### src/verilog/sfts_pkg.sv
package sfts_pkg;

  // ****************************************
  // timing and geometry defaults
  // ****************************************
  localparam int unsigned SLAVE_EXTRA_CLKS = 16;
  localparam int unsigned SYNC_STAGES = 2;
  localparam logic [15:0] DEF_FRAME_LINES = 16'h0020;
  localparam logic [15:0] DEF_LINE_PCK = 16'h0010;
  localparam logic [15:0] DEF_VBLANK_ROWS = 16'h0010;
  localparam logic [15:0] DEF_ACTIVE_PCK = 16'h0008;
  localparam logic [15:0] DEF_EXTRA_DELAY = 16'h0000;
  localparam logic [15:0] DEF_INTEG_ROWS = 16'h0008;

  // ****************************************
  // sync codes and protocols
  // ****************************************
  typedef enum logic [1:0] {
    SFTS_PROTO_PARALLEL = 2'h0,
    SFTS_PROTO_STREAM_S = 2'h1,
    SFTS_PROTO_STREAM_SP = 2'h2,
    SFTS_PROTO_PACKET = 2'h3
  } sfts_proto_t;

  typedef struct packed {
    logic blank_row_start_code;
    logic frame_start_code;
    logic line_start_code;
    logic line_end_code;
    logic frame_end_code;
  } sfts_codes_t;

  // frame timing settings, shadowed twice before use
  typedef struct packed {
    logic [15:0] frame_lines;
    logic [15:0] line_pck;
    logic [15:0] vblank_rows;
    logic [15:0] active_pck;
    logic [15:0] extra_delay;
    logic [15:0] integ_rows;
  } sfts_cfg_t;

  localparam sfts_cfg_t CFG_RESET = '{DEF_FRAME_LINES, DEF_LINE_PCK,
    DEF_VBLANK_ROWS, DEF_ACTIVE_PCK, DEF_EXTRA_DELAY, DEF_INTEG_ROWS};

endpackage : sfts_pkg

### src/verilog/sfts_frame_trigger.sv
// Overview of operation
// - slave mode starts frames only on a rising trigger edge while armed.
// - after accepting, stay disarmed one frame plus 16 clocks.
// - edges arriving while disarmed are dropped without starting a frame.
// - without slave mode, frames restart once extra delay expires.
// - while armed and waiting, shutter and read pointers halt.
// - blanking rows come first, then active rows; frame is lines times row.
// - parallel output marks frame and line by valid signals only.
// - serial sync codes depend on the chosen protocol variant.
// - settings written in frame n apply from frame n+2.
// - wait lengthens integration only of rows reset since last pulse.
// - free-run period is lines times row clocks plus extra delay.
`timescale 1ns/1ps
`default_nettype none
module sfts_frame_trigger (
  // clock and reset
  input wire logic SYS_CLK_I,
  input wire logic RST_N_I,
  // control
  input wire logic STREAM_EN_I,
  input wire logic SLAVE_EN_I,
  input wire logic TRIG_EN_I,
  input wire sfts_pkg::sfts_proto_t PROTO_I,
  input wire logic CFG_WR_I,
  input wire sfts_pkg::sfts_cfg_t CFG_I,
  // trigger input
  input wire logic FRAME_SYNC_PULSE_I,
  // frame status
  output logic ARMED_O,
  output logic WAITING_O,
  output logic FRAME_START_O,
  output logic [15:0] READ_ROW_O,
  output logic [15:0] SHUTTER_ROW_O,
  output logic ROW_STEP_O,
  output logic SHUTTER_STEP_O,
  // output framing
  output logic FRAME_VALID_O,
  output logic LINE_VALID_O,
  output sfts_pkg::sfts_codes_t CODES_O
);

  // ****************************************
  // trigger synchroniser
  // ****************************************
  logic [sfts_pkg::SYNC_STAGES-1:0] sync_q;
  logic trig_prev;
  logic trig_rise;
  always_ff @(posedge SYS_CLK_I) begin
    if (!RST_N_I) begin
      sync_q <= '0;
      trig_prev <= 1'b0;
    end else begin
      sync_q <= {sync_q[sfts_pkg::SYNC_STAGES-2:0],
        FRAME_SYNC_PULSE_I & TRIG_EN_I};
      trig_prev <= sync_q[sfts_pkg::SYNC_STAGES-1];
    end
  end
  assign trig_rise = sync_q[sfts_pkg::SYNC_STAGES-1] & ~trig_prev;

  // ****************************************
  // settings shadow
  // ****************************************
  sfts_pkg::sfts_cfg_t cfg_pend;
  sfts_pkg::sfts_cfg_t cfg_next;
  sfts_pkg::sfts_cfg_t cfg_act;
  logic pend_vld;
  logic next_vld;
  logic frame_start;
  always_ff @(posedge SYS_CLK_I) begin
    if (!RST_N_I) begin
      cfg_pend <= sfts_pkg::CFG_RESET;
      cfg_next <= sfts_pkg::CFG_RESET;
      cfg_act <= sfts_pkg::CFG_RESET;
      pend_vld <= 1'b0;
      next_vld <= 1'b0;
    end else begin
      if (frame_start) begin
        next_vld <= pend_vld;
        pend_vld <= CFG_WR_I;
        if (next_vld)
          cfg_act <= cfg_next;
        if (pend_vld)
          cfg_next <= cfg_pend;
      end else if (CFG_WR_I) begin
        pend_vld <= 1'b1;
      end
      if (CFG_WR_I)
        cfg_pend <= CFG_I;
    end
  end

  // ****************************************
  // frame sequencer
  // ****************************************
  typedef enum logic [1:0] {
    SFTS_IDLE = 2'b00,
    SFTS_READ = 2'b01,
    SFTS_DELAY = 2'b10,
    SFTS_WAIT = 2'b11
  } sfts_state_t;
  sfts_state_t state;
  logic [15:0] col_cnt;
  logic [15:0] row_cnt;
  logic [15:0] dly_cnt;
  logic row_end;
  logic last_row;
  logic dly_done;
  logic start_ok;
  logic no_delay;
  assign row_end = (col_cnt == cfg_act.line_pck - 16'h0001);
  assign last_row = (row_cnt == cfg_act.frame_lines - 16'h0001);
  assign dly_done = (dly_cnt == 16'h0000);
  // edges in other states are dropped
  assign start_ok = (state == SFTS_WAIT) && trig_rise;
  assign no_delay = (cfg_act.extra_delay == 16'h0000);
  assign frame_start = STREAM_EN_I && (start_ok || (!SLAVE_EN_I &&
    ((state == SFTS_IDLE) || (state == SFTS_WAIT) ||
     ((state == SFTS_DELAY) && dly_done) ||
     ((state == SFTS_READ) && row_end && last_row && no_delay))));

  always_ff @(posedge SYS_CLK_I) begin
    if (!RST_N_I) begin
      state <= SFTS_IDLE;
      dly_cnt <= 16'h0000;
    end else if (!STREAM_EN_I) begin
      state <= SFTS_IDLE;
      dly_cnt <= 16'h0000;
    end else begin
      case (state)
        SFTS_IDLE: begin
          if (SLAVE_EN_I)
            state <= SFTS_WAIT;
          else
            state <= SFTS_READ;
        end
        SFTS_READ: begin
          if (row_end && last_row && SLAVE_EN_I) begin
            state <= SFTS_DELAY;
            dly_cnt <= 16'(sfts_pkg::SLAVE_EXTRA_CLKS - 1);
          end else if (row_end && last_row && !no_delay) begin
            // zero delay restarts straight from the last row, no idle clock
            state <= SFTS_DELAY;
            dly_cnt <= cfg_act.extra_delay - 16'h0001;
          end
        end
        SFTS_DELAY: begin
          // frame plus 16 clocks before rearm
          if (dly_done)
            state <= SLAVE_EN_I ? SFTS_WAIT : SFTS_READ;
          else
            dly_cnt <= dly_cnt - 16'h0001;
        end
        SFTS_WAIT: begin
          if (!SLAVE_EN_I || start_ok)
            state <= SFTS_READ;
        end
        default: state <= SFTS_IDLE;
      endcase
    end
  end

  // ****************************************
  // row pointers
  // ****************************************
  logic running;
  assign running = (state == SFTS_READ);
  always_ff @(posedge SYS_CLK_I) begin
    if (!RST_N_I || frame_start || !running) begin
      col_cnt <= 16'h0000;
    end else if (row_end) begin
      col_cnt <= 16'h0000;
    end else begin
      col_cnt <= col_cnt + 16'h0001;
    end
  end
  always_ff @(posedge SYS_CLK_I) begin
    if (!RST_N_I || frame_start) begin
      row_cnt <= 16'h0000;
    end else if (running && row_end && !last_row) begin
      row_cnt <= row_cnt + 16'h0001;
    end
  end

  // shutter leads reads by the integration rows, wrapping in the frame;
  // it freezes with the read pointer, so only rows already reset see the
  // extra wait time
  logic [16:0] shut_sum;
  assign shut_sum = {1'b0, row_cnt} + {1'b0, cfg_act.integ_rows};
  always_ff @(posedge SYS_CLK_I) begin
    if (!RST_N_I) begin
      SHUTTER_ROW_O <= 16'h0000;
    end else if (running) begin
      if (shut_sum >= {1'b0, cfg_act.frame_lines})
        SHUTTER_ROW_O <= 16'(shut_sum - {1'b0, cfg_act.frame_lines});
      else
        SHUTTER_ROW_O <= shut_sum[15:0];
    end
  end

  // ****************************************
  // outputs and sync codes
  // ****************************************
  logic active_row;
  logic active_col;
  assign active_row = running && (row_cnt >= cfg_act.vblank_rows);
  assign active_col = (col_cnt < cfg_act.active_pck);

  function automatic sfts_pkg::sfts_codes_t code_mask(
      input sfts_pkg::sfts_proto_t p);
    case (p)
      sfts_pkg::SFTS_PROTO_STREAM_S: code_mask = 5'h14;
      sfts_pkg::SFTS_PROTO_STREAM_SP: code_mask = 5'h1c;
      sfts_pkg::SFTS_PROTO_PACKET: code_mask = 5'h0f;
      default: code_mask = 5'h00;
    endcase
  endfunction

  sfts_pkg::sfts_codes_t ev;
  always_comb begin
    ev.blank_row_start_code = running && col_cnt == 16'h0000 && !active_row;
    ev.frame_start_code = running && col_cnt == 16'h0000 &&
      row_cnt == cfg_act.vblank_rows;
    ev.line_start_code = active_row && col_cnt == 16'h0000;
    ev.line_end_code = active_row && col_cnt == cfg_act.active_pck;
    ev.frame_end_code = active_row && last_row &&
      col_cnt == cfg_act.active_pck;
  end

  always_ff @(posedge SYS_CLK_I) begin
    if (!RST_N_I) begin
      FRAME_VALID_O <= 1'b0;
      LINE_VALID_O <= 1'b0;
      CODES_O <= '0;
      FRAME_START_O <= 1'b0;
      ROW_STEP_O <= 1'b0;
    end else begin
      FRAME_VALID_O <= active_row;
      LINE_VALID_O <= active_row && active_col;
      CODES_O <= ev & code_mask(PROTO_I);
      FRAME_START_O <= frame_start;
      ROW_STEP_O <= running && row_end;
    end
  end
  assign SHUTTER_STEP_O = ROW_STEP_O;
  assign READ_ROW_O = row_cnt;
  assign ARMED_O = (state == SFTS_WAIT);
  assign WAITING_O = (state == SFTS_WAIT);
endmodule : sfts_frame_trigger
`default_nettype wire

### config.mk
export PLATFORM = sky130hd
export DESIGN_NAME = sfts_frame_trigger
export DESIGN_NICKNAME = d
export VERILOG_FILES = /design/src/verilog/sfts_pkg.sv /design/src/verilog/sfts_frame_trigger.sv
export SDC_FILE = /design/constraint.sdc
export NUM_CORES = 1
export LEC_CHECK = 0
export BUFFER_PORTS_ARGS = -buffer_cell sky130_fd_sc_hd__buf_2
export CORE_MARGIN = 2
export CORE_UTILIZATION = 60
export CTS_CLUSTER_SIZE = 20
export DETAILED_ROUTE_END_ITERATION = 8
export GPL_TIMING_DRIVEN = 0
export PLACE_DENSITY_LB_ADDON = 0.2
export SLEW_MARGIN = 20
export SYNTH_ARGS = -nofsm -noshare
export SYNTH_HDL_FRONTEND = slang
export SYNTH_SLANG_ARGS = --single-unit
### constraint.sdc
create_clock -name SYS_CLK_I -period 5.65 [get_ports SYS_CLK_I]
set_input_delay 0.8475 -clock SYS_CLK_I [delete_from_list [all_inputs] [get_ports SYS_CLK_I]]
set_output_delay 0.8475 -clock SYS_CLK_I [all_outputs]
set_load 0.05 [all_outputs]
==> results of run 1 <==
## sequential cells by signal, indices dropped and copies added, names as in the netlist, 2 cells and up
signal,count
col_cnt,16
dly_cnt,16
CODES_O,5
sync_q,2
SHUTTER_ROW_O,16
cfg_next,96
READ_ROW_O,16
cfg_pend,96
state,2
cfg_act,96
## worst register-to-register path, stage by stage (launching register included)
cell	delay, ns
dfxtp_1	0.65
ha_1	0.34
a211o_1	0.26
o211ai_1	0.17
a211oi_1	0.18
o31ai_1	0.38
o21bai_1	0.11
a21o_1	0.22
a21oi_1	0.16
xnor2_1	0.16
ha_1	0.31
nor2b_1	0.15
a2111oi_0	0.45
o41ai_1	0.15
a41oi_1	0.17
o21ai_1	0.34
clkbuf_1	0.41
mux2i_1	0.26
a21oi_1	0.09
## power by group
| part | internal [mW] | leakage, nW | switching [mW] |
|---|---|---|---|
| combinational | 0.156 | 4.59 | 0.260 |
| clock | 1.57 | 0.646 | 1.05 |
| sequential | 2.66 | 2.99 | 0.0383 |
| total | 4.38 | 8.22 | 1.35 |
## Yosys cell counts, types with 34 or more instances
cell | n | area (µm²)
nor2_1 | 85 | 319.1
inv_1 | 78 | 292.8
nand3_1 | 217 | 1086
xnor2_1 | 68 | 595.6
a21oi_1 | 71 | 355.3
nand2_1 | 158 | 593.1
dfxtp_1 | 368 | 7367
nor3_1 | 42 | 210.2
clkbuf_1 | 69 | 259.0
xor2_1 | 34 | 297.8
ha_1 | 79 | 988.5
o21ai_1 | 48 | 240.2
nor2b_1 | 110 | 688.2
mux2i_1 | 124 | 1241
o21ai_0 | 183 | 915.9
## final cells by class
cell class / instances / area share
timing repair buffer: 146 / 0.03590
inverter: 78 / 0.01438
clock inverter: 11 / 0.007438
buffer: 129 / 0.03731
clock buffer: 60 / 0.05735
tap: 390 / 0.02397
multi-input combinational: 1465 / 0.4617
sequential: 368 / 0.3619
## kinds of logic after synthesis
family,Yosys count
compound gates,430
xor+xnor,102
fa+ha+maj,81
buf+inv,207
flops,368
mux,125
simple gates,727
## path summary, 6_finish.rpt
check | startpoint | to
worst max-delay path | READ_ROW_O[1]$_SDFFE_PP0P_ | SHUTTER_ROW_O[12]$_SDFFE_PN0P_
worst min-delay path | cfg_next[53]$_SDFFE_PN0P_ | cfg_act[53]$_SDFFE_PN0P_
worst max register to register | READ_ROW_O[1]$_SDFFE_PP0P_ | SHUTTER_ROW_O[12]$_SDFFE_PN0P_
worst min register to register | cfg_next[53]$_SDFFE_PN0P_ | cfg_act[53]$_SDFFE_PN0P_
## cells in the final DEF, fill, tap and decap left out, types with 14 or more instances in the layout
cell type / synthesis / final
nor2b_1: 110 / 110
nand2_1: 158 / 158
mux2i_1: 124 / 124
xnor2_1: 68 / 68
clkbuf_1: 69 / 81
clkbuf_16: 0 / 41
o21ai_1: 48 / 48
nor2_1: 85 / 85
a21o_1: 20 / 20
inv_1: 78 / 78
ha_1: 79 / 79
buf_1: 14 / 14
o21ai_0: 183 / 183
nand4_1: 27 / 27
buf_2: 11 / 157
xor2_1: 34 / 34
nor3_1: 42 / 42
nand3_1: 217 / 217
a21oi_1: 71 / 71
or3_1: 16 / 16
dfxtp_1: 368 / 368
## per-layer routing
metal  part of all wire  vias up  wire length (µm)  track usage
met5            0.00027        -                13            0
met4              0.033        2              1590       0.1061
met3              0.065      104              3171      0.04543
met2               0.46      509             22650       0.5199
met1               0.44     7410             21420       0.4231
li1                   -     7585                 -            -
## through the flow
stage	std cells	util	cell area, µm²	setup slack [ns]
after floorplan	2040	-	17820	1.077
after global placement	2576	0.6474	19040	0.5434
after detailed placement	2576	0.6474	19040	0.5658
after CTS	2647	0.6923	20350	0.5315
after global routing	2647	0.6923	20350	0.1156
final	2647	0.6923	20350	0.5558
==> results.cfg, run 1 <==
[logic_synthesis]
synth-compound-area-share = 0.1423
synthMuxAreaShare = 0.07029
async_reset_ff_frac = 0
ys_seq_area_frac = 0.4135
synthXorXnorAreaFrac = 0.05014
avgSynthCellArea_um2 = 8.734
synth_seq_cells = 368
synth_fp_nets = 2226
yosysWarnings = 0
synth-simple-area-share = 0.2070
synthAdderAreaFrac = 0.05772
synth_edf_count = 0
synth_ff_type = dfxtp_1
synth_top_family_by_area = simple AND/OR/NAND/NOR gates
syn_inst = 2040
synth.distinct_cells = 76
netlist_area_um2 = 17820

[setup_path]
cp_max_fo = 10
crit_path_end_kind = flip-flop
required_ns = 6.05
crit_family = compound AO/OA/AOI/OAI gates
r2r_cells = 18
critPathLaunchType = flip-flop
cpPeakStageDelay_ns = 0.65
worst-r2r-setup-slack_ns = 0.56
path_class = flip-flop to flip-flop
crit_chain = ha_1 > a211o_1 > o211ai_1 > a211oi_1 > o31ai_1 > o21bai_1 > a21o_1 > a21oi_1 > xnor2_1 > ha_1 > nor2b_1 > a2111oi_0 > o41ai_1 > a41oi_1 > o21ai_1 > clkbuf_1 > mux2i_1 > a21oi_1
crit_buf_inv = 1
crit_cells = 18
cp_slowest_cell = dfxtp_1
critical_path_arrival_ns = 5.49

[power_and_ir_drop]
total_power_mw = 5.732
vdd_drop_max_uv = 208.9
power_density_nw_per_um2 = 281.6
power_leakage_nw = 8.222

[die]
dieArea_um2 = 31090
fp.coreArea_um2 = 29400
io_pins = 149
chipHeight_um = 176.3
chipWidth_um = 176.3
rows = 63
initial_core_util = 0.6060

[detailed_routing]
postRouteAntennaNets = 0
via_per_inst = 5.897
wl_per_cell_um = 18.45
drc = 0
dr.pass1.iters = 5
routed_wl_mm = 48.85
via_count = 15610
initialDrtViolationCount = 1147

[finish]
antenna_cells = 0
nets = 2413
regArea_um2 = 7367
drive_gt1_frac = 0.1205
final.fill_count = 2374
multi_input_area_um2 = 9398
syn2layout_area_growth_pct = 14.24

[clock_tree]
cts_setup_buffers = 0
htree_levels = 2
postCtsHoldBufs = 0
clock-sinks = 368
clock_latency_ns = 0.54
cts_buffers = 39
cts_buffer_depth = 3
clkTransAtPathRegs_ns = 0.07
cts_root_buffer = clkbuf_16
cts_tree = built
cts_resized = 0

[grt]
gr-total-overflow = 0
grt_pass1_wl_mm = 78.16
grt_pass1_vias = 14889
grt_max_degree = 14
track_usage = 0.3146
antenna_found_initial = 1

[min_path]
whs_path_depth = 2
hold_path_class = flip-flop to flip-flop

[timing]
skew_ns = 0.01412
layout_min_cycle_time_ns = 5.094
final.setup.tns_ns = 0
setup_viol = 0
hold_viol = 0
relSlewSlack = 0.2626
timing.fmax_mhz = 196.3
tightest_slew_ns = 1.106
rsz0062_at_grt = false
whs_ns = 0.4477
fin_crit_sh = 0.9016
drv_slew = 0

[place]
io_buffers = 146
place.detailed.hpwl_mm = 37.05
gp_congestion = 0.9479

[status]
status = completed

[job]
cap_violations = 0
(Power assumes the default switching activity.)
==> inputs of run 2 (changes only) <==
--- a/config.mk
+++ b/config.mk
@@ -6,12 +6,14 @@
 export NUM_CORES = 1
 export LEC_CHECK = 0
 export BUFFER_PORTS_ARGS = -buffer_cell sky130_fd_sc_hd__buf_2
+export CORE_ASPECT_RATIO = 0.8
 export CORE_MARGIN = 2
-export CORE_UTILIZATION = 60
+export CORE_UTILIZATION = 40
 export CTS_CLUSTER_SIZE = 20
 export DETAILED_ROUTE_END_ITERATION = 8
 export GPL_TIMING_DRIVEN = 0
 export PLACE_DENSITY_LB_ADDON = 0.2
+export SKIP_LAST_GASP = 1
 export SLEW_MARGIN = 20
 export SYNTH_ARGS = -nofsm -noshare
 export SYNTH_HDL_FRONTEND = slang
==> run 2 against run 1 <==
Final cell count is 7.9% higher. Total power is 0.11% higher. Sequential power hardly changed. Cell area is 1.2% higher. Critical endpoint is now SHUTTER_ROW_O[6]$_SDFFE_PN0P_. Largest cell class unchanged.
==> results.cfg, run 2 (synthesized netlist as in run 1, its figures left out) <==
[timing]
layout_min_cycle_time_ns = 5.107
hold_viol = 0
skew_ns = 0.02778
rsz0062_at_grt = false
drv_slew = 0
worst_slack_ns = 0.5433
setup_viol = 0
tightest_slew_ns = 1.133
fin_crit_sh = 0.9038
timing.fmax_mhz = 195.8
final.setup.tns_ns = 0
relSlewSlack = 0.2444
whs_ns = 0.4569

[grt]
grt_max_degree = 14
gr-total-overflow = 0
track_usage = 0.2287
grt_pass1_vias = 14764
antenna_found_initial = 1
grt_pass1_wl_mm = 82.07

[place]
place.detailed.hpwl_mm = 40.27
place_ws_ns = 0.3186
gp_congestion = 0.9317
io_buffers = 146
dp.cells = 2789

[detailed_routing]
postRouteAntennaNets = 0
dr.pass1.iters = 5
drc = 0
initialDrtViolationCount = 978
via_count = 15299
routed_wl_mm = 52.87
via_per_inst = 5.357
wl_per_cell_um = 18.51

[power_and_ir_drop]
power_leakage_nw = 8.219
power_density_nw_per_um2 = 278.6
vdd_drop_max_uv = 188.9

[setup_path]
crit_path_end_kind = flip-flop
required_ns = 6.09
path_class = flip-flop to flip-flop
worst-r2r-setup-slack_ns = 0.54
reg2reg_to = SHUTTER_ROW_O[6]$_SDFFE_PN0P_
worstSetupEndpoint = SHUTTER_ROW_O[6]$_SDFFE_PN0P_
critPathLaunchType = flip-flop
cp_max_fo = 10
r2r_cells = 19
regToRegStartpoint = READ_ROW_O[0]$_SDFFE_PP0P_
crit_start = READ_ROW_O[0]$_SDFFE_PP0P_
critical_path_arrival_ns = 5.55

[die]
fp.coreArea_um2 = 44200
chipWidth_um = 240.0
io_pins = 149
rows = 69
initial_core_util = 0.4031
chipHeight_um = 192.8
dieArea_um2 = 46260

[finish]
drive_gt1_frac = 0.1221
largestRegisters = cfg_act: 96 flops, cfg_next: 96 flops, cfg_pend: 96 flops
utilization = 0.4659
nets = 2413
final_cells = 2856
final_cell_mix = dfxtp_1 (368), nand3_1 (217), o21ai_0 (183)
syn2layout_area_growth_pct = 15.58
antenna_cells = 0
final_common_cell = dfxtp_1

[clock_tree]
htree_levels = 2
cts_buffers = 39
postCtsHoldBufs = 0
cts_root_buffer = clkbuf_16
clock_latency_ns = 0.57
clock-sinks = 368
cts_tree = built
clkTransAtPathRegs_ns = 0.06
cts_buffer_depth = 3

[job]
cap_violations = 0

[min_path]
hold_path.startpoint = cfg_next[53]$_SDFFE_PN0P_
hold_path_class = flip-flop to flip-flop

[status]
status = completed
run 2: changes by cell type in the layout (fill, tap and decap cells not counted):
| cell | change |
|---|---|
| o21ai_2 | +1 |
| inv_16 | -1 |
| clkbuf_1 | -6 |
| clkinv_2 | +1 |
| clkbuf_2 | +3 |
| clkinv_4 | -1 |
| o21ai_1 | -1 |
run 2: what timing repair did:
action | 4_1_cts | 5_1_grt
setup buffers | 0 | 0
resized for setup | 0 | 3
endpoints found under the setup margin | 0 | 9
run 2: per-stage QoR:
stage	power (mW)	cell area, µm²
3_3_place_gp	3.170	19300
4_1_cts	5.791	20590
6_report	5.738	20590
3_5_place_dp	3.178	19300
2_1_floorplan	3.025	17820
5_1_grt	5.930	20590
run 2: worst max-delay path, cell delays in order, from the launching register on:
cell       delay, ns
dfxtp_1         0.44
ha_1            0.30
fa_1            0.44
a211oi_1        0.32
o21a_1          0.22
o31a_1          0.18
a21oi_1         0.12
a21o_1          0.20
a21oi_1         0.18
xnor2_1         0.19
ha_1            0.35
a21oi_1         0.20
nor2b_1         0.07
a2111oi_0       0.42
o41ai_1         0.17
a41oi_1         0.23
o21ai_2         0.23
clkbuf_2        0.31
mux2i_1         0.29
a21oi_1         0.10
run 2: metal layers:
layer / track usage / vias to the layer above / part of all wire
met5: 0 / - / 0
met4: 0.08528 / 0 / 0.032
met3: 0.04019 / 85 / 0.058
met2: 0.3462 / 395 / 0.42
met1: 0.3238 / 7236 / 0.49
li1: - / 7583 / -
run 2: worst min path at each step:
stage,slack (ns),cells after the start,to
6_report,0.46,2,cfg_act[53]$_SDFFE_PN0P_
5_1_grt,0.47,2,cfg_next[79]$_SDFFE_PN0P_
4_1_cts,0.46,2,cfg_act[49]$_SDFFE_PN0P_
3_5_place_dp,0.45,2,cfg_next[63]$_SDFFE_PN0P_
3_3_place_gp,0.44,2,cfg_next[31]$_SDFFE_PN0P_
2_1_floorplan,0.41,1,sync_q[1]$_SDFF_PN0_
run 2: area by class of cell:
class	count	area, µm²
buffer	129	763.2
clock buffer	57	1156
clock inverter	10	127.6
fill	4385	23610
inverter	78	292.8
multi-input combinational	1465	9402
sequential	368	7367
tap	603	754.5
timing repair buffer	146	730.7
run 2: power breakdown:
group	switching (mW)	internal (mW)
clock network	1.06	1.55
logic	0.269	0.156
registers	0.0380	2.66
